==> src/pkg/bsf_regs.svh <==
// offsets, field positions, codes, reset values and counts of the status-flag bank
`ifndef BSF_REGS_SVH
`define BSF_REGS_SVH

// command codes of the three read-only words
`define BSF_OFS_STATUS 8'h16
`define BSF_OFS_CYCLES 8'h17
`define BSF_OFS_DESIGN_CAP 8'h18
// first code treated as reserved
`define BSF_RSVD_CODE_LO 8'h40
// data length of a word write
`define BSF_WORD_LEN 6'h02

// status word bit positions
`define BSF_BIT_OVER_CHG 15
`define BSF_BIT_TERM_CHG 14
`define BSF_BIT_RSVD_HI 13
`define BSF_BIT_OVER_TEMP 12
`define BSF_BIT_TERM_DSG 11
`define BSF_BIT_RSVD_LO 10
`define BSF_BIT_LOW_CAP 9
`define BSF_BIT_LOW_TIME 8
`define BSF_BIT_INIT 7
`define BSF_BIT_DSG 6
`define BSF_BIT_FULL_CHG 5
`define BSF_BIT_FULL_DSG 4
`define BSF_RC_MSB 2

// result codes
`define BSF_RC_OK 3'h0
`define BSF_RC_BUSY 3'h1
`define BSF_RC_RSVD 3'h2
`define BSF_RC_UNSUP 3'h3
`define BSF_RC_DENIED 3'h4
`define BSF_RC_OVFL 3'h5
`define BSF_RC_BADSIZE 3'h6
`define BSF_RC_UNKNOWN 3'h7
`define BSF_RC_ALL_ONES 16'h0007

// reset values
`define BSF_FLAG_RST 1'b0
`define BSF_WORD_RST 16'h0000
`define BSF_CYCLES_RST 16'h0000

// counts: mAh of discharge or idle before overcharge clears, clear percentage
`define BSF_OC_CLR_MAH 2'h2
`define BSF_FD_CLR_PCT 8'h14

`endif

==> src/pkg/bsf_pkg.sv <==
// types shared by the status-flag bank
package bsf_pkg;
	`include "bsf_regs.svh"

	typedef enum logic [2:0] {
		RC_OK = `BSF_RC_OK,
		RC_BUSY = `BSF_RC_BUSY,
		RC_RSVD = `BSF_RC_RSVD,
		RC_UNSUP = `BSF_RC_UNSUP,
		RC_DENIED = `BSF_RC_DENIED,
		RC_OVFL = `BSF_RC_OVFL,
		RC_BADSIZE = `BSF_RC_BADSIZE,
		RC_UNKNOWN = `BSF_RC_UNKNOWN
	} bsf_result_t;

	typedef enum logic [1:0] {
		ST_IDLE = 2'b01,
		ST_ANSWER = 2'b10
	} bsf_cmd_state_t;

	typedef struct packed {
		logic [7:0] code;
		logic write;
		logic [5:0] len;
	} bsf_cmd_t;

	typedef struct packed {
		logic charging;
		logic chg_term;
		logic dsg_or_idle_mah;
		logic removed_mah;
		logic cell_undervoltage_flag;
		logic [15:0] accum_charge;
		logic [15:0] full_cap;
		logic [15:0] remaining_charge;
		logic [15:0] voltage;
		logic [15:0] min_cell_voltage;
		logic [15:0] temperature;
		logic [15:0] current;
		logic [7:0] relative_charge_percent;
		logic [15:0] time_left_cur;
		logic [15:0] time_left_pwr;
		logic [15:0] average_time_left;
	} bsf_meas_t;

	typedef struct packed {
		logic cap_mode;
		logic [15:0] max_overcharge;
		logic [15:0] ot_chg;
		logic [15:0] ot_chg_rst;
		logic [15:0] ot_dsg;
		logic [15:0] ot_dsg_rst;
		logic [15:0] term_voltage;
		logic [15:0] suspend_temp_low;
		logic [15:0] end_voltage_level_two;
		logic [15:0] overload_current;
		logic [7:0] full_clear_pct;
		logic [7:0] batt_low_pct;
		logic [15:0] capacity_alarm_threshold;
		logic [15:0] time_alarm_threshold;
		logic [15:0] cycle_threshold;
		logic [15:0] design_cap_mah;
		logic [15:0] design_cap_10mwh;
	} bsf_limits_t;
endpackage

==> src/hdl/bsf_flag.sv <==
// one sticky status bit with set over clear priority
`timescale 1ns/100ps
`include "bsf_regs.svh"
module bsf_flag (
	input wire logic clk,
	input wire logic rst,
	input wire logic ce,
	input wire logic set,
	input wire logic clr,
	output logic q
);
	logic q_r;

	// set tested first so a fresh event is never lost to a clear
	always_ff @(posedge clk or posedge rst) begin
		if (rst) begin
			q_r <= `BSF_FLAG_RST;
		end else if (ce) begin
			if (set) begin
				q_r <= 1'b1;
			end else if (clr) begin
				q_r <= 1'b0;
			end
		end
	end

	assign q = q_r;
endmodule

==> src/hdl/bsf_cycle_ctr.sv <==
// saturating charge-cycle counter with nonvolatile write-back
`timescale 1ns/100ps
`include "bsf_regs.svh"
module bsf_cycle_ctr #(
	parameter int W = 16
) (
	input wire logic clk,
	input wire logic rst,
	input wire logic ce,
	input wire logic removed_mah,
	input wire logic [W-1:0] threshold,
	input wire logic load,
	input wire logic [W-1:0] load_val,
	output logic [W-1:0] count,
	output logic nv_we,
	output logic [W-1:0] nv_data
);
	logic [W-1:0] acc_r;
	logic [W-1:0] acc_nxt;
	logic [W-1:0] count_r;
	logic [W-1:0] count_nxt;
	logic [W-1:0] nv_data_r;
	logic nv_we_r;
	logic wrap;

	// counter narrower than two bits would leave the zero pad of the increment with no bits
	if (W < 2) begin : g_chk
		$error("bsf_cycle_ctr: W must be at least 2");
	end

	// zero threshold stops counting instead of counting every mAh
	always_comb begin
		acc_nxt = acc_r + {{(W-1){1'b0}}, 1'b1};
		wrap = removed_mah && (threshold != '0) && (acc_nxt >= threshold);
		count_nxt = (count_r == '1) ? count_r : count_r + {{(W-1){1'b0}}, 1'b1};
	end

	// one count per threshold of charge removed
	always_ff @(posedge clk or posedge rst) begin
		if (rst) begin
			acc_r <= '0;
			count_r <= '0;
		end else if (ce) begin
			if (load) begin
				acc_r <= '0;
				count_r <= load_val;
			end else if (wrap) begin
				acc_r <= '0;
				count_r <= count_nxt;
			end else if (removed_mah) begin
				acc_r <= acc_nxt;
			end
		end
	end

	// write-back pulse only when the value really moved
	always_ff @(posedge clk or posedge rst) begin
		if (rst) begin
			nv_we_r <= 1'b0;
			nv_data_r <= '0;
		end else if (ce) begin
			nv_we_r <= wrap && !load && (count_r != '1);
			if (wrap && !load) begin
				nv_data_r <= count_nxt;
			end
		end
	end

	assign count = count_r;
	assign nv_we = nv_we_r;
	assign nv_data = nv_data_r;
endmodule

==> src/hdl/bsf_top.sv <==
// pack status word, alarm broadcast, cycle count and design capacity words
`timescale 1ns/100ps
`include "bsf_regs.svh"
module bsf_top (
	input wire logic CLK,
	input wire logic SYS_RST,
	input wire logic CE,
	input wire logic CMD_VALID,
	input wire bsf_pkg::bsf_cmd_t CMD,
	output logic CMD_READY,
	output logic RSP_VALID,
	output logic [15:0] RSP_DATA,
	input wire logic EXT_RC_VALID,
	input wire bsf_pkg::bsf_result_t EXT_RC,
	input wire logic ALARM_REQ,
	output logic ALARM_VALID,
	output logic [15:0] ALARM_WORD,
	output logic [15:0] STATUS_WORD,
	input wire bsf_pkg::bsf_meas_t MEAS,
	input wire bsf_pkg::bsf_limits_t LIMITS,
	input wire logic PARAM_LOAD_DONE,
	input wire logic PARAM_LOAD_OK,
	input wire logic [15:0] NV_CYCLES,
	output logic NV_CC_WE,
	output logic [15:0] NV_CC_DATA
);
	import bsf_pkg::*;

	// ****************************************************************
	// declarations
	// ****************************************************************
	logic [15:0] set_v;
	logic [15:0] clr_v;
	logic [15:0] flag_q;
	logic [15:0] status_comb;
	logic [15:0] design_cap;
	logic [15:0] cycles;
	logic [16:0] oc_limit;
	logic [15:0] time_est;
	logic oc_cond;
	logic oc_clear_ok;
	logic cap_rise;
	logic time_rise;
	logic temp_hot;
	logic temp_cooled;
	logic volt_low;
	logic load_good;
	logic load_bad;
	logic own_code;
	logic take;
	logic new_alarm;
	bsf_result_t cmd_rc;
	bsf_cmd_state_t state_r;
	bsf_cmd_state_t state_nxt;
	bsf_result_t rc_r;
	logic [1:0] oc_cnt_r;
	logic [15:0] rem_prev_r;
	logic [15:0] avg_prev_r;
	logic [7:0] alarm_prev_r;
	logic cmd_ready_r;
	logic rsp_valid_r;
	logic [15:0] rsp_data_r;
	logic alarm_valid_r;
	logic [15:0] alarm_word_r;
	logic [15:0] status_r;

	// ****************************************************************
	// flag conditions
	// ****************************************************************
	// 17-bit sum so a large allowed overcharge cannot wrap to zero
	always_comb begin
		oc_limit = {1'b0, MEAS.full_cap} + {1'b0, LIMITS.max_overcharge};
		oc_cond = {1'b0, MEAS.accum_charge} > oc_limit;
		oc_clear_ok = !MEAS.charging && (oc_cnt_r == `BSF_OC_CLR_MAH);
	end

	// the limit that applies follows the charge direction
	always_comb begin
		if (MEAS.charging) begin
			temp_hot = MEAS.temperature >= LIMITS.ot_chg;
			temp_cooled = MEAS.temperature < LIMITS.ot_chg_rst;
		end else begin
			temp_hot = MEAS.temperature >= LIMITS.ot_dsg;
			temp_cooled = MEAS.temperature < LIMITS.ot_dsg_rst;
		end
	end

	// estimate source chosen by capacity mode
	always_comb begin
		time_est = LIMITS.cap_mode ? MEAS.time_left_pwr : MEAS.time_left_cur;
		cap_rise = MEAS.charging && (MEAS.remaining_charge > rem_prev_r);
		time_rise = MEAS.charging && (MEAS.average_time_left > avg_prev_r);
		volt_low = (MEAS.voltage < LIMITS.end_voltage_level_two)
			|| (MEAS.min_cell_voltage < LIMITS.end_voltage_level_two);
		load_good = PARAM_LOAD_DONE && PARAM_LOAD_OK;
		load_bad = PARAM_LOAD_DONE && !PARAM_LOAD_OK;
	end

	// set and clear terms for each status bit; reserved bits stay idle
	always_comb begin
		set_v = '0;
		clr_v = '0;
		set_v[`BSF_BIT_OVER_CHG] = MEAS.charging && oc_cond;
		clr_v[`BSF_BIT_OVER_CHG] = oc_clear_ok;
		set_v[`BSF_BIT_TERM_CHG] = MEAS.chg_term;
		clr_v[`BSF_BIT_TERM_CHG] = !MEAS.charging;
		set_v[`BSF_BIT_OVER_TEMP] = temp_hot;
		clr_v[`BSF_BIT_OVER_TEMP] = temp_cooled;
		set_v[`BSF_BIT_TERM_DSG] = (MEAS.remaining_charge == '0)
			|| (MEAS.voltage <= LIMITS.term_voltage)
			|| (MEAS.temperature <= LIMITS.suspend_temp_low)
			|| MEAS.cell_undervoltage_flag;
		clr_v[`BSF_BIT_TERM_DSG] = (MEAS.voltage > LIMITS.term_voltage)
			&& (MEAS.remaining_charge != '0)
			&& !MEAS.cell_undervoltage_flag;
		// only armed while not charging, else the raise-by-charge clear would fight it
		set_v[`BSF_BIT_LOW_CAP] = !MEAS.charging
			&& (MEAS.remaining_charge < LIMITS.capacity_alarm_threshold);
		clr_v[`BSF_BIT_LOW_CAP] = cap_rise
			|| (LIMITS.capacity_alarm_threshold < MEAS.remaining_charge);
		set_v[`BSF_BIT_LOW_TIME] = !MEAS.charging
			&& (time_est < LIMITS.time_alarm_threshold);
		clr_v[`BSF_BIT_LOW_TIME] = time_rise
			|| (LIMITS.time_alarm_threshold < MEAS.average_time_left);
		set_v[`BSF_BIT_INIT] = load_good;
		clr_v[`BSF_BIT_INIT] = load_bad;
		set_v[`BSF_BIT_DSG] = !MEAS.charging;
		clr_v[`BSF_BIT_DSG] = MEAS.charging;
		set_v[`BSF_BIT_FULL_CHG] = MEAS.chg_term || oc_cond;
		clr_v[`BSF_BIT_FULL_CHG] = MEAS.relative_charge_percent
			< LIMITS.full_clear_pct;
		set_v[`BSF_BIT_FULL_DSG] = (volt_low
			&& ($signed(MEAS.current) < $signed(LIMITS.overload_current)))
			|| (MEAS.relative_charge_percent < LIMITS.batt_low_pct);
		clr_v[`BSF_BIT_FULL_DSG] = MEAS.relative_charge_percent
			>= `BSF_FD_CLR_PCT;
	end

	// ****************************************************************
	// flag storage
	// ****************************************************************
	// reserved positions and the result field get no storage at all
	for (genvar i = 0; i < 16; i++) begin : g_flag
		if (i >= `BSF_BIT_FULL_DSG && i != `BSF_BIT_RSVD_HI
			&& i != `BSF_BIT_RSVD_LO) begin : g_bit
			bsf_flag u_flag (
				.clk(CLK),
				.rst(SYS_RST),
				.ce(CE),
				.set(set_v[i]),
				.clr(clr_v[i]),
				.q(flag_q[i])
			);
		end else begin : g_zero
			assign flag_q[i] = 1'b0;
		end
	end

	// alarm and status bits above, result code in the low bits
	always_comb begin
		status_comb = flag_q;
		status_comb[`BSF_RC_MSB:0] = rc_r;
	end

	// overcharge release counter: continuous mAh since charging stopped
	always_ff @(posedge CLK or posedge SYS_RST) begin
		if (SYS_RST) begin
			oc_cnt_r <= 2'h0;
		end else if (CE) begin
			if (MEAS.charging) begin
				oc_cnt_r <= 2'h0;
			end else if (MEAS.dsg_or_idle_mah && oc_cnt_r != `BSF_OC_CLR_MAH) begin
				oc_cnt_r <= oc_cnt_r + 2'h1;
			end
		end
	end

	// last values, to see a rise caused by charging
	always_ff @(posedge CLK or posedge SYS_RST) begin
		if (SYS_RST) begin
			rem_prev_r <= `BSF_WORD_RST;
			avg_prev_r <= `BSF_WORD_RST;
		end else if (CE) begin
			rem_prev_r <= MEAS.remaining_charge;
			avg_prev_r <= MEAS.average_time_left;
		end
	end

	// ****************************************************************
	// cycle count and design capacity
	// ****************************************************************
	bsf_cycle_ctr #(
		.W(16)
	) u_cycles (
		.clk(CLK),
		.rst(SYS_RST),
		.ce(CE),
		.removed_mah(MEAS.removed_mah),
		.threshold(LIMITS.cycle_threshold),
		.load(load_good),
		.load_val(NV_CYCLES),
		.count(cycles),
		.nv_we(NV_CC_WE),
		.nv_data(NV_CC_DATA)
	);

	// units follow capacity mode; no scaling, the word is stored per unit
	assign design_cap = LIMITS.cap_mode ? LIMITS.design_cap_10mwh
		: LIMITS.design_cap_mah;

	// ****************************************************************
	// command handling
	// ****************************************************************
	// denied checked first: a write to our code is refused whatever its length
	always_comb begin
		own_code = (CMD.code == `BSF_OFS_STATUS) || (CMD.code == `BSF_OFS_CYCLES)
			|| (CMD.code == `BSF_OFS_DESIGN_CAP);
		if (own_code && CMD.write) begin
			cmd_rc = RC_DENIED;
		end else if (CMD.code >= `BSF_RSVD_CODE_LO) begin
			cmd_rc = RC_RSVD;
		end else if (CMD.write && CMD.len != `BSF_WORD_LEN) begin
			cmd_rc = RC_BADSIZE;
		end else begin
			cmd_rc = RC_OK;
		end
		take = CMD_VALID && (state_r == ST_IDLE);
	end

	// answer state holds one cycle so a read never overlaps the next command
	always_comb begin
		case (state_r)
			ST_IDLE: begin
				if (take && own_code && !CMD.write) begin
					state_nxt = ST_ANSWER;
				end else begin
					state_nxt = ST_IDLE;
				end
			end
			ST_ANSWER: state_nxt = ST_IDLE;
			default: state_nxt = ST_IDLE;
		endcase
	end

	always_ff @(posedge CLK or posedge SYS_RST) begin
		if (SYS_RST) begin
			state_r <= ST_IDLE;
			cmd_ready_r <= 1'b0;
		end else if (CE) begin
			state_r <= state_nxt;
			cmd_ready_r <= (state_nxt == ST_IDLE);
		end
	end

	// result code: own command wins over a posted code in the same cycle
	always_ff @(posedge CLK or posedge SYS_RST) begin
		if (SYS_RST) begin
			rc_r <= RC_OK;
		end else if (CE) begin
			if (CMD_VALID && state_r != ST_IDLE) begin
				rc_r <= RC_BUSY;
			end else if (take) begin
				rc_r <= cmd_rc;
			end else if (EXT_RC_VALID) begin
				rc_r <= EXT_RC;
			end
		end
	end

	// read data: status shows the code of the previous command
	always_ff @(posedge CLK or posedge SYS_RST) begin
		if (SYS_RST) begin
			rsp_valid_r <= 1'b0;
			rsp_data_r <= `BSF_WORD_RST;
		end else if (CE) begin
			rsp_valid_r <= take && own_code && !CMD.write;
			if (take && own_code && !CMD.write) begin
				case (CMD.code)
					`BSF_OFS_STATUS: rsp_data_r <= status_comb;
					`BSF_OFS_CYCLES: rsp_data_r <= cycles;
					`BSF_OFS_DESIGN_CAP: rsp_data_r <= design_cap;
					default: rsp_data_r <= `BSF_WORD_RST;
				endcase
			end
		end
	end

	// ****************************************************************
	// alarm broadcast
	// ****************************************************************
	assign new_alarm = |(status_comb[15:8] & ~alarm_prev_r);

	// sent on a fresh alarm bit or on request; result bits forced high
	always_ff @(posedge CLK or posedge SYS_RST) begin
		if (SYS_RST) begin
			alarm_prev_r <= 8'h00;
			alarm_valid_r <= 1'b0;
			alarm_word_r <= `BSF_WORD_RST;
			status_r <= `BSF_WORD_RST;
		end else if (CE) begin
			alarm_prev_r <= status_comb[15:8];
			alarm_valid_r <= ALARM_REQ || new_alarm;
			if (ALARM_REQ || new_alarm) begin
				alarm_word_r <= status_comb | `BSF_RC_ALL_ONES;
			end
			status_r <= status_comb;
		end
	end

	assign CMD_READY = cmd_ready_r;
	assign RSP_VALID = rsp_valid_r;
	assign RSP_DATA = rsp_data_r;
	assign ALARM_VALID = alarm_valid_r;
	assign ALARM_WORD = alarm_word_r;
	assign STATUS_WORD = status_r;
endmodule

==> config.mk <==
export PLATFORM = sky130hd
export DESIGN_NAME = bsf_top
export DESIGN_NICKNAME = d
export VERILOG_FILES = /design/src/pkg/bsf_pkg.sv /design/src/hdl/bsf_flag.sv /design/src/hdl/bsf_cycle_ctr.sv /design/src/hdl/bsf_top.sv
export VERILOG_INCLUDE_DIRS = /design/src /design/src/pkg
export SDC_FILE = /design/constraint.sdc
export NUM_CORES = 1
export LEC_CHECK = 0
export BUFFER_PORTS_ARGS = -buffer_cell sky130_fd_sc_hd__buf_2
export CAP_MARGIN = 20
export CORE_AREA = 2 2 205 207
export DETAILED_ROUTE_END_ITERATION = 10
export DIE_AREA = 0 0 207 209
export GPL_ROUTABILITY_DRIVEN = 1
export PLACE_DENSITY_LB_ADDON = 0.08
export RECOVER_POWER = 25
export SLEW_MARGIN = 10
export SYNTH_ARGS = -nofsm -noshare
export SYNTH_HDL_FRONTEND = slang
export SYNTH_HIERARCHICAL = 1
export SYNTH_SLANG_ARGS = --single-unit
==> constraint.sdc <==
create_clock -name CLK -period 4.5 [get_ports CLK]
set_input_delay 0.225 -clock CLK [delete_from_list [all_inputs] [get_ports CLK]]
set_output_delay 0.225 -clock CLK [all_outputs]
set_load 0.03 [all_outputs]
# == Word level (Yosys, flattened, before mapping) ==
# Cells that the tools add are included.
# W data, S select, Z words.
# classes
add_sub_neg,4
n_lt_le_gt_ge,22
eq_ne,12
n_mux,40
bitwise,2
n_reduce_logical,70
# op_table
cell,count
$lt A16 B16 Y1,9
$mux W16,8
$ge A16 B16 Y1,3
$gt A16 B16 Y1,3
$pmux W16 S3,1
$add A16 B1 Y16 const B,2
$le A16 B16 Y1,2
$reduce_and A2 Y1,16
$reduce_bool A16 Y1,2
$eq A8 B5 Y1 const B,3
$logic_and A1 B1 Y1,22
$mux W1,21
$reduce_bool A2 Y1,10
$mux W3,6
$add A16 B16 Y17,1
$gt A16 B17 Y1,1
$eq A16 B16 Y1 const B,1
$logic_not A16 Y1,1
$lt A8 B8 Y1,2
$ne A16 B16 Y1 const B,1
$logic_or A1 B1 Y1,11
$and A8 B8 Y8,1
$ge A8 B5 Y1 const B,1
$ge A8 B7 Y1 const B,1
11 further kinds,21
# word_totals
regBits,149
in_bits,456
output_inout_bits,68
wordCells,176

# == Logic depth before layout (Yosys ltp) ==
# Gate-level depths: netlist of the first run.
# logic_depth
ltp_word,8
depth_mapped,16
mapped_depth_nobuf,16

# == By module ==
# The synthesis of the first run kept the hierarchy.
# modules_own_cells
mod,instances,cells_each,area_each_um2,seq_area_each_um2
bsf_top,1,1289,10645.2,2053.2
bsf_cycle_ctr,1,352,3168.0,1226.2
bsf_flag,10,4,41.3,25.0

# == Worst setup path after synthesis of the first run ==
# OpenSTA, ideal clock, no wires.
# synth_timing
kind,reg-to-reg
startpoint,reg u_cycles.acc_r[5]
endpoint,"reg u_cycles.count_r[15], in the netlist u_cycles/count[15]"
setup_time_ns,0.125
t_arrival_ns,3.550
required_time_ns,4.375
path_slack_ns,0.825
path_stages_with_launch,12
n_path_buf,0
period_less_slack_ns,3.675
path_cell_list,dfrtp_1 > nand4_1 > nor4_1 > nand3_1 > xnor2_1 > ha_1 > nand4_1 > or3_1 > or4_4 > a31oi_4 > nand2b_1 > mux2_2
# synth_via
elab_chain_cells,5
# synth_rtl
item,line,rtl
"start, declared",bsf_cycle_ctr.sv:18,logic [W-1:0] acc_r;
"start signal, assigned",bsf_cycle_ctr.sv:51,acc_r <= acc_nxt;
$add A16 B1 Y16,bsf_cycle_ctr.sv:33,"acc_nxt = acc_r + {{(W-1){1'b0}}, 1'b1};"
$ge A16 B16 Y1,bsf_cycle_ctr.sv:34,wrap = removed_mah && (threshold != '0) && (acc_nxt >= threshold);
$logic_and A1 B1 Y1,bsf_cycle_ctr.sv:34,
$reduce_bool A2 Y1 (no source line),-,
$reduce_and A2 Y1 (no source line),-,
"end signal, assigned",bsf_cycle_ctr.sv:46,count_r <= load_val;
"end signal, assigned",bsf_cycle_ctr.sv:49,count_r <= count_nxt;
"end, declared",bsf_cycle_ctr.sv:20,logic [W-1:0] count_r;
# Every way passes these cells.
# A chain may end at the register's enable or synchronous reset.

# == Worst setup path in the final report of the first run ==
# layout_timing
startpoint,reg u_cycles.acc_r[0]
endpoint,"reg u_cycles.count_r[2], in the netlist u_cycles/count[2]"
# The elaborated chain is that of the path after synthesis.

==> run_results.csv, run 1 <==
group,metric,value,unit
status,status,"complete, but fails checks",
status,violations,"capacitance limit, slew limit",
timing,final_max_slew_viol_count,149,
drt,avgViaCountPerCell,5.06,
synthesis,synth_area_per_cell,8.46,um2
synthesis,synth-seq-cells,141,
timing,period_needed,3.94,ns
timing,hold_violations,0,
synthesis,synthFlopType,"dfrtp_1",
grt,grt_pass1_vias,14300,
cells_and_area,layout_commonest_cell,"buf_2",
timing,relSlewSlack,-37.5,%
timing,fin_setup_tns,0,ns
place,gp_congestion,0.883,
synthesis,synth_cell_types,77,
clock_network,clk-insertion-delay-late,0.43,ns
floorplanning,fp-row-count,75,
floorplanning,ioPinCount,524,
timing,min_period_over_period,87.6,%
cells_and_area,fin_cells,2748,
grt,grt_antenna_before_repair,5,
grt,grt.total_usage,22.1,%
clock_network,htree_levels,4,
power_and_ir_drop,p_leak,9.80,nW
cells_and_area,n_fill_cell,4312,
drt,drt_first_pass_iters,5,
clock_network,cts_buffers,17,
synthesis,netlist_top_cells_area,"ha_1 25%, dfrtp_1 25%, inv_1 7.4%",
floorplanning,dieArea,0.0433,mm2
setup_path,required,4.77,ns
floorplanning,fp.dieW,207,um
clock_network,cts_sinks,141,
worst_hold_path,hold_start,"MEAS[14]",
cells_and_area,drive_gt1_share,27.4,%
drt,post-route-drc-count,0,
grt,grt_pass1_wl,76.0,mm
timing,skew,0.0119,ns
clock_network,cts_tree,"built",
timing,fmax,254,MHz
run,maxCapViolCount,2,
clock_network,post_cts_buffers,0,
power_and_ir_drop,p_total,0.00489,W
synthesis,yosysTopAreaCell,"ha_1",
floorplanning,die-height,209,um
cells_and_area,area_delta_synth_final,26.1,%
drt,wl,47.7,mm
setup_path,reg2regPathDepth,14,
cells_and_area,multi_input_area,0.00942,mm2
place,io_buffers,517,
synthesis,ys_seq_area_share,24.8,%
setup_path,start_kind,"flop",
cells_and_area,nets,2930,
drt,antenna_left,0,
setup_path,worst-endpoint-arrival,4.22,ns
timing,rsz0062_at_grt,"false",
clock_network,cts_resized,0,
synthesis,synth_edf_count,0,
grt,grt_overflow,0,
power_and_ir_drop,peakVddDrop,0.241,mV
setup_path,critPathKind,"reg -> reg",
timing,worstMarginPinSlew,2.05,ns
clock_network,ctsLongestPathBuffers,2,
cells_and_area,seq_area,0.00353,mm2
setup_path,end_kind,"flop",
drt,drtIter0Drc,725,
worst_hold_path,min_path_cells,3,
setup_path,r2r_slack,0.56,ns
cells_and_area,layout.cells.most_common_list,"489 x buf_2, 282 x ha_1, 278 x inv_1",
clock_network,cts_hold_buffers,1,
synthesis,async_flop_share,100,%
power_and_ir_drop,p_per_area,273,mW/mm2
grt,grt_max_degree,104,
floorplanning,initial_core_util,34.5,%
clock_network,clk_pin_slew,0.07,ns
drt,wire_per_inst,17.4,um
synthesis,syn-cell-area,0.0142,mm2
worst_hold_path,hold_path.class,"in -> reg",
setup_path,reg2reg_from,"u_cycles/acc_r[0]",
drt,vias,13900,
setup_path,r2r_end,"u_cycles/count[2]",
worst_hold_path,hold_end,"avg_prev_r[14]",
floorplanning,core-area,0.0413,mm2
synthesis,synth_cells,1681,
place,dp_cells,2710,
place,dpl.hpwl,40.4,mm
setup_path,cp_max_fo,11,
synthesis,yosys_warnings,6,
timing,setup_viol,0,
clock_network,cts_root_buffer,"clkbuf_16",
timing,holdWs,0.0477,ns
synthesis,yosysTopAreaCellShare,24.8,%
## layout make-up
type | count | area share (%)
clock buffers | 18 | 2.45
flip-flops and latches | 141 | 19.7
diodes | 6 | 0.0837
inverters | 282 | 5.91
repair buffers | 531 | 14.8
multi-input cells | 1218 | 52.5
clock inverters | 13 | 0.788
well taps | 539 | 3.76
## how the worst max path moves through the flow
stage,from,end,slack (ns)
6_report,u_cycles/acc_r[0],u_cycles/count[2],0.56
5_1_grt,u_cycles/acc_r[0],u_cycles/count[2],0.23
4_1_cts,u_cycles/acc_r[0],u_cycles/count[2],0.54
3_5_place_dp,MEAS[136],g_flag[15].g_bit.u_flag/q,0.39
3_3_place_gp,MEAS[144],g_flag[15].g_bit.u_flag/q,0.51
2_1_floorplan,u_cycles/acc_r[5],u_cycles/count[15],0.82
## where the power goes
part           internal, W  switching (W)
registers          0.00146       0.000212
logic             0.000746        0.00105
clock network     0.000832       0.000592
total              0.00304        0.00185
## kinds of logic (layout without fill, tap and decap cells)
family	Yosys count	count (layout)	share of synthesized area (%)
AO/OA/AOI/OAI	433	433	20.4
XOR/XNOR	42	42	2.59
adder cells (fa/ha/maj)	283	283	24.9
buffers and inverters	327	844	9.18
flip-flops	141	141	24.8
multiplexers	58	58	4.42
other	1	12	0.0264
AND/OR/NAND/NOR	396	396	13.6
## cells in the mapped netlist, types with 6 or more instances
cell type and n:
xor2_1 22, ha_1 282, o21ai_0 95, o21a_1 13
a21oi_1 94, o21ai_1 7, mux2_2 39, a21o_1 53
nand4_1 46, buf_4 10, o22ai_1 9, a22o_1 22
and3_1 11, nor2_1 90, a221oi_1 15, nand3_1 32
dfrtp_1 140, nor3_1 20, inv_1 280, nand2b_1 14
and4_1 6, a211oi_1 27, o211ai_1 12, xnor2_1 20
a31oi_1 13, o21ai_2 10, clkbuf_1 25, mux2i_1 19
nor4_1 12, a2111oi_0 6, nand2_1 125, nor2b_1 13
## metal layers
metal	part of all wire [%]	wire (um)	vias to the layer above	global-route usage, %
li1	-	-	7008	-
met1	44	21100	6462	27.7
met2	49	23300	376	38.6
met3	4.8	2300	58	3.97
met4	2.2	1060	0	6.35
met5	0	0	-	0
## sequential cells by signal (all words and copies together), names as in the netlist
signal / cells
rem_prev_r: 16
STATUS_WORD: 13
u_cycles/acc_r: 16
RSP_VALID: 1
ALARM_WORD: 11
CMD_READY: 1
rc_r: 3
oc_cnt_r: 2
u_cycles/nv_we: 1
u_cycles/count: 16
RSP_DATA: 16
g_flag.g_bit.u_flag/q: 10
state_r: 2
avg_prev_r: 16
u_cycles/nv_data: 16
ALARM_VALID: 1
## worst max-delay path, cell delays in order (launching register included)
cell and delay (ns):
dfrtp_1 0.43, ha_1 0.24, nand3_1 0.13, nor2_1 0.23, and4_1 0.28, nand3_1 0.11
xnor2_1 0.16, ha_1 0.28, nand2_1 0.06, or3_1 0.39, or4_4 0.59, a31oi_4 0.38
buf_4 0.22, and2_1 0.19, a311oi_1 0.10
## stage by stage
| step | util, % | area [um2] | worst slack [ns] |
|---|---|---|---|
| after global placement | 42.0 | 17400 | 0.505 |
| final | 43.4 | 17900 | 0.556 |
| after global routing | 43.4 | 17900 | 0.232 |
| after floorplan | - | 14200 | 0.825 |
| after CTS | 43.5 | 18000 | 0.540 |
| after detailed placement | 42.1 | 17400 | 0.390 |
Note: power is estimated with default switching activity, not from simulation.
==> run 2: changes to the inputs <==
--- a/config.mk
+++ b/config.mk
@@ -12,7 +12,7 @@
 export DETAILED_ROUTE_END_ITERATION = 10
 export DIE_AREA = 0 0 207 209
 export GPL_ROUTABILITY_DRIVEN = 1
-export PLACE_DENSITY_LB_ADDON = 0.08
+export PLACE_DENSITY_LB_ADDON = 0.1
 export RECOVER_POWER = 25
 export SLEW_MARGIN = 10
 export SYNTH_ARGS = -nofsm -noshare
==> run 2 against run 1 <==
Net effect: the flow still finishes with violations (capacitance limit, slew limit); power up 1.2%; clock skew about the same; global-route usage up 0.29 points; sequential cell count unchanged; hold slack worse by 0.017 ns; critical path depth down 2; register-to-register slack about the same; clock power up 4%; fmax about the same; cell area up 0.13%.
==> run_results.csv, run 2 (synthesis results as in run 1) <==
group,metric,value,unit
worst_hold_path,hold_path.class,"in -> reg",
cells_and_area,n_fill_cell,4289,
drt,met1_length,21.5,mm
timing,min_period_over_period,87.6,%
setup_path,critPathKind,"reg -> reg",
timing,setup_viol,0,
clock_network,ctsLongestPathBuffers,2,
drt,wire_per_inst,17.8,um
floorplanning,core-area,0.0413,mm2
floorplanning,dieArea,0.0433,mm2
clock_network,cts_tree,"built",
timing,finalWorstSetupSlack,0.558,ns
drt,routed-wl-met3,1.97,mm
drt,post-route-drc-count,0,
clock_network,cts_resized,0,
clock_network,clk_pin_slew,0.07,ns
power_and_ir_drop,p_leak,9.78,nW
drt,avgViaCountPerCell,5.07,
floorplanning,ioPinCount,524,
setup_path,r2r_end,"u_cycles/count[15]",
setup_path,cp_max_fo,9,
worst_hold_path,hold_start,"NV_CYCLES[0]",
clock_network,cts_sinks,141,
timing,skew,0.0116,ns
timing,period_needed,3.94,ns
grt,grt_antenna_before_repair,4,
setup_path,required,4.82,ns
clock_network,cts_buffers,17,
clock_network,cts_hold_buffers,1,
drt,drtIter0Drc,621,
timing,hold_violations,0,
place,io_buffers,517,
floorplanning,die-height,209,um
worst_hold_path,hold_end,"u_cycles/count[0]",
status,violations,"capacitance limit, slew limit",
drt,wl,48.9,mm
place,dp_slack,0.329,ns
grt,grt_pass1_wl,76.9,mm
cells_and_area,drive_gt1_share,26.9,%
run,maxCapViolCount,1,
cells_and_area,fin_util,43.5,%
clock_network,cts_root_buffer,"clkbuf_16",
place,gp_congestion,0.923,
timing,final_max_slew_viol_count,38,
clock_network,post_cts_buffers,0,
floorplanning,fp.dieW,207,um
power_and_ir_drop,p_total,0.00495,W
grt,grt.total_usage,22.4,%
setup_path,worst-endpoint-arrival,4.26,ns
cells_and_area,layout.cells.most_common_list,"477 x buf_2, 282 x ha_1, 278 x inv_1",
drt,drt_first_pass_iters,5,
setup_path,reg2reg_from,"u_cycles/acc_r[5]",
grt,grt_max_degree,103,
cells_and_area,nets,2930,
worst_hold_path,min_path_cells,2,
drt,vias,13900,
timing,rsz0062_at_grt,"false",
clock_network,clk-insertion-delay-late,0.43,ns
setup_path,r2r_slack,0.56,ns
cells_and_area,layout_commonest_cell,"buf_2",
drt,routed-wl-met2,24.3,mm
timing,relSlewSlack,-16.1,%
setup_path,end_kind,"flop",
setup_path,reg2regPathDepth,12,
cells_and_area,area_delta_synth_final,26.2,%
grt,grt_pass1_vias,14400,
cells_and_area,seq_area,0.00353,mm2
timing,worstMarginPinSlew,1.73,ns
cells_and_area,multi_input_area,0.00942,mm2
drt,maxUsedRoutingLayer,"met4",
grt,grt_overflow,0,
timing,fin_setup_tns,0,ns
floorplanning,initial_core_util,34.5,%
timing,fmax,254,MHz
clock_network,htree_levels,4,
power_and_ir_drop,p_per_area,276,mW/mm2
drt,antenna_left,0,
floorplanning,fp-row-count,75,
power_and_ir_drop,peakVddDrop,0.191,mV
place,dpl.hpwl,41.4,mm
setup_path,start_kind,"flop",
status,status,"complete, but fails checks",
## run 2: power by group
| group | leakage (nW) | switching, W | internal, W |
|---|---|---|---|
| Clock | 0.291 | 0.000641 | 0.000838 |
| Sequential | 1.71 | 0.000211 | 0.00146 |
| Combinational | 7.78 | 0.00106 | 0.000739 |
| Total | 9.78 | 0.00191 | 0.00304 |
## run 2: stage by stage
stage | cell area (um2) | cells | hold WS, ns
after floorplan | 14200 | 1686 | -0.0463
after global placement | 17400 | 2708 | 0.246
after detailed placement | 17400 | 2709 | 0.257
after CTS | 18000 | 2742 | 0.0143
after global routing | 18000 | 2747 | 0.0406
final | 18000 | 2747 | 0.0307
## run 2: worst max-delay path by stage
stage,start,end,cells after the start
CTS,u_cycles/acc_r[5],u_cycles/count[6],13
floorplan,u_cycles/acc_r[5],u_cycles/count[15],11
global route,u_cycles/acc_r[5],u_cycles/count[6],13
global placement,MEAS[144],g_flag[15].g_bit.u_flag/q,16
finish,u_cycles/acc_r[5],u_cycles/count[15],12
detailed placement,MEAS[144],g_flag[5].g_bit.u_flag/q,16
## run 2: layer usage
layer,vias up,track usage (%)
met5,-,0
met4,0,6.45
met3,58,3.56
met2,354,39.7
met1,6520,27.9
li1,6993,-
## run 2: area by class of cell
class / count / share of cell area [%]
clock buffers: 17 / 2.37
diodes: 4 / 0.0557
well taps: 539 / 3.76
clock inverters: 15 / 0.997
multi-input cells: 1218 / 52.4
inverters: 282 / 5.90
repair buffers: 531 / 14.8
flip-flops and latches: 141 / 19.7
## run 2: critical path, stage by stage (launching register included)
cell and delay [ns]:
dfrtp_1 0.44, nand4_1 0.19, nor4_1 0.34, buf_4 0.18, nand3_1 0.13, xnor2_1 0.17
ha_1 0.30, nand4_1 0.15, or3_1 0.40, or4_4 0.60, a31oi_4 0.36, nand2b_1 0.22
mux2_2 0.35
==> run 3: changes to the inputs <==
==> constraint.sdc (replaced) <==
create_clock -name CLK -period 4.45 [get_ports CLK]
set_input_delay 0.2225 -clock CLK [delete_from_list [all_inputs] [get_ports CLK]]
set_output_delay 0.2225 -clock CLK [all_outputs]
set_load 0.03 [all_outputs]
==> run 3 against run 2 <==
Net effect: the run still ends with capacitance limit, slew limit left; critical path depth grew 2; utilization about the same; wire length about the same; count of clock-buffer cells in the layout is the same; critical path type unchanged; highest routed layer unchanged; die area unchanged; worst setup slack got worse by 0.017 ns; combinational power grew 2%; power decreased by 1.3%; register-to-register slack got worse by 0.02 ns; fmax up 0.84%.
==> run_results.csv, run 3 (synthesis results as in run 1) <==
group,metric,value,unit
grt,grt.total_usage,22.4,%
setup_path,worst-endpoint-arrival,4.24,ns
grt,grt_antenna_before_repair,7,
setup_path,r2r_slack,0.54,ns
timing,relSlewSlack,-42.1,%
floorplanning,ioPinCount,524,
timing,fin_setup_tns,0,ns
drt,maxUsedRoutingLayer,"met4",
grt,grt_pass1_vias,14300,
worst_hold_path,hold_path.class,"in -> reg",
drt,met1_length,21.2,mm
setup_path,required,4.78,ns
cells_and_area,n_fill_cell,4352,
clock_network,cts_root_buffer,"clkbuf_16",
power_and_ir_drop,peakVddDrop,0.243,mV
drt,drtIter0Drc,676,
timing,worstMarginPinSlew,2.13,ns
drt,post-route-drc-count,0,
drt,drt_first_pass_iters,5,
clock_network,cts_sinks,141,
grt,grt_overflow,0,
place,io_buffers,517,
timing,hold_violations,0,
clock_network,htree_levels,4,
clock_network,clk-insertion-delay-late,0.44,ns
cells_and_area,nets,2931,
timing,rsz0062_at_grt,"false",
floorplanning,core-area,0.0413,mm2
setup_path,reg2regPathDepth,14,
floorplanning,initial_core_util,34.5,%
cells_and_area,area_delta_synth_final,26.2,%
floorplanning,fp-row-count,75,
worst_hold_path,hold_end,"u_cycles/count[0]",
cells_and_area,drive_gt1_share,28.6,%
clock_network,post_cts_buffers,0,
drt,wire_per_inst,17.8,um
power_and_ir_drop,p_leak,9.87,nW
setup_path,path_cells,"ha_1 > nand3_1 > nor2_1 > and4_1 > nand3_1 > xnor2_1 > ha_1 > nand2_1 > or3_1 > or4_4 > a31oi_4 > buf_4 > a211oi_1 > a311oi_1",
setup_path,cp_max_fo,9,
timing,min_period_over_period,87.8,%
clock_network,cts_tree,"built",
cells_and_area,fin_util,43.5,%
setup_path,r2r_end,"u_cycles/count[6]",
timing,final_max_slew_viol_count,77,
status,status,"complete, but fails checks",
drt,antenna_left,0,
worst_hold_path,hold_start,"NV_CYCLES[0]",
drt,routed-wl-met3,2.15,mm
grt,grt_max_degree,64,
status,violations,"capacitance limit, slew limit",
timing,period_needed,3.91,ns
floorplanning,fp.dieW,207,um
setup_path,critPathKind,"reg -> reg",
timing,fmax,256,MHz
floorplanning,dieArea,0.0433,mm2
grt,grt_pass1_wl,76.8,mm
worst_hold_path,min_path_cells,2,
timing,setup_viol,0,
drt,avgViaCountPerCell,5.11,
timing,skew,0.0155,ns
clock_network,clk_pin_slew,0.07,ns
setup_path,start_kind,"flop",
clock_network,ctsLongestPathBuffers,2,
clock_network,cts_buffers,17,
setup_path,critPathTopFamily,"simple AND/OR/NAND/NOR gates",
place,dpl.hpwl,41.5,mm
run,maxCapViolCount,2,
power_and_ir_drop,p_per_area,272,mW/mm2
setup_path,worst_path_largest_cell_delay,0.60,ns
setup_path,cpMaxStageDelayCell,"or4_4",
place,gp_congestion,0.908,
setup_path,reg2reg_from,"u_cycles/acc_r[0]",
drt,wl,48.9,mm
drt,vias,14100,
setup_path,worst-path-buf-inv,1,
cells_and_area,layout_commonest_cell,"buf_2",
floorplanning,die-height,209,um
cells_and_area,layout.cells.most_common_list,"515 x buf_2, 282 x ha_1, 279 x inv_1",
setup_path,end_kind,"flop",
drt,routed-wl-met2,24.6,mm
-- run 3: changes by cell type in the layout (fill, tap and decap cells not counted), sizes merged --
cell,before,now
clkinvlp,3,6
clkbuf,56,19
clkinv,5,4
bufinv,2,0
diode,4,7
buf,491,529
-- run 3: metrics by stage --
step | area (um2) | std cells | power [W] | hold slack, ns | setup slack [ns]
finish | 18000 | 2751 | 0.00489 | 0.0450 | 0.541
global route | 18000 | 2751 | 0.00525 | 0.0356 | 0.264
detailed placement | 17400 | 2710 | 0.00355 | 0.263 | 0.347
global placement | 17400 | 2709 | 0.00352 | 0.255 | 0.490
floorplan | 14200 | 1686 | 0.00280 | -0.0488 | 0.775
CTS | 17900 | 2743 | 0.00495 | 0.0288 | 0.556
-- run 3: routing by layer --
| layer | global-route usage, % | vias up |
|---|---|---|
| li1 | - | 7007 |
| met1 | 28.1 | 6628 |
| met2 | 39.8 | 378 |
| met3 | 3.61 | 49 |
| met4 | 5.81 | 0 |
| met5 | 0 | - |
-- run 3: worst max-delay path by stage --
stage,from,to,slack (ns),cells past startpoint
2_1_floorplan,u_cycles/acc_r[5],u_cycles/count[15],0.77,11
3_3_place_gp,MEAS[136],g_flag[15].g_bit.u_flag/q,0.49,17
3_5_place_dp,MEAS[144],g_flag[15].g_bit.u_flag/q,0.35,16
4_1_cts,u_cycles/acc_r[0],u_cycles/nv_data[13],0.56,14
5_1_grt,u_cycles/acc_r[5],u_cycles/count[6],0.26,13
6_report,u_cycles/acc_r[0],u_cycles/count[6],0.54,14
-- run 3: repair_timing --
item                      4_1_cts  5_1_grt
resized for setup               0        0
hold endpoints to repair       10        0
hold buffers                    1        0
-- run 3: cell type report --
type | count | area (um2) | share of cell area, %
multi-input combinational | 1218 | 9420 | 52.4
tap | 539 | 674 | 3.76
inverter | 282 | 1060 | 5.90
clock buffer | 17 | 425 | 2.37
clock inverter | 15 | 129 | 0.718
antenna | 7 | 17.5 | 0.0976
sequential | 141 | 3530 | 19.7
timing repair buffer | 532 | 2700 | 15.0
-- run 3: power breakdown --
part,total (W),switching (W),internal (W)
Sequential,0.00169,0.000211,0.00148
Combinational,0.00184,0.00107,0.000763
Clock,0.00136,0.000631,0.000731
Total,0.00489,0.00192,0.00297
-- run 3: worst reg2reg max path, stage by stage (launching register included) --
cell and delay, ns:
dfrtp_1 0.42, ha_1 0.23, nand3_1 0.13, nor2_1 0.23
and4_1 0.27, nand3_1 0.11, xnor2_1 0.17, ha_1 0.28
nand2_1 0.05, or3_1 0.39, or4_4 0.60, a31oi_4 0.35
buf_4 0.25, a211oi_1 0.09, a311oi_1 0.25
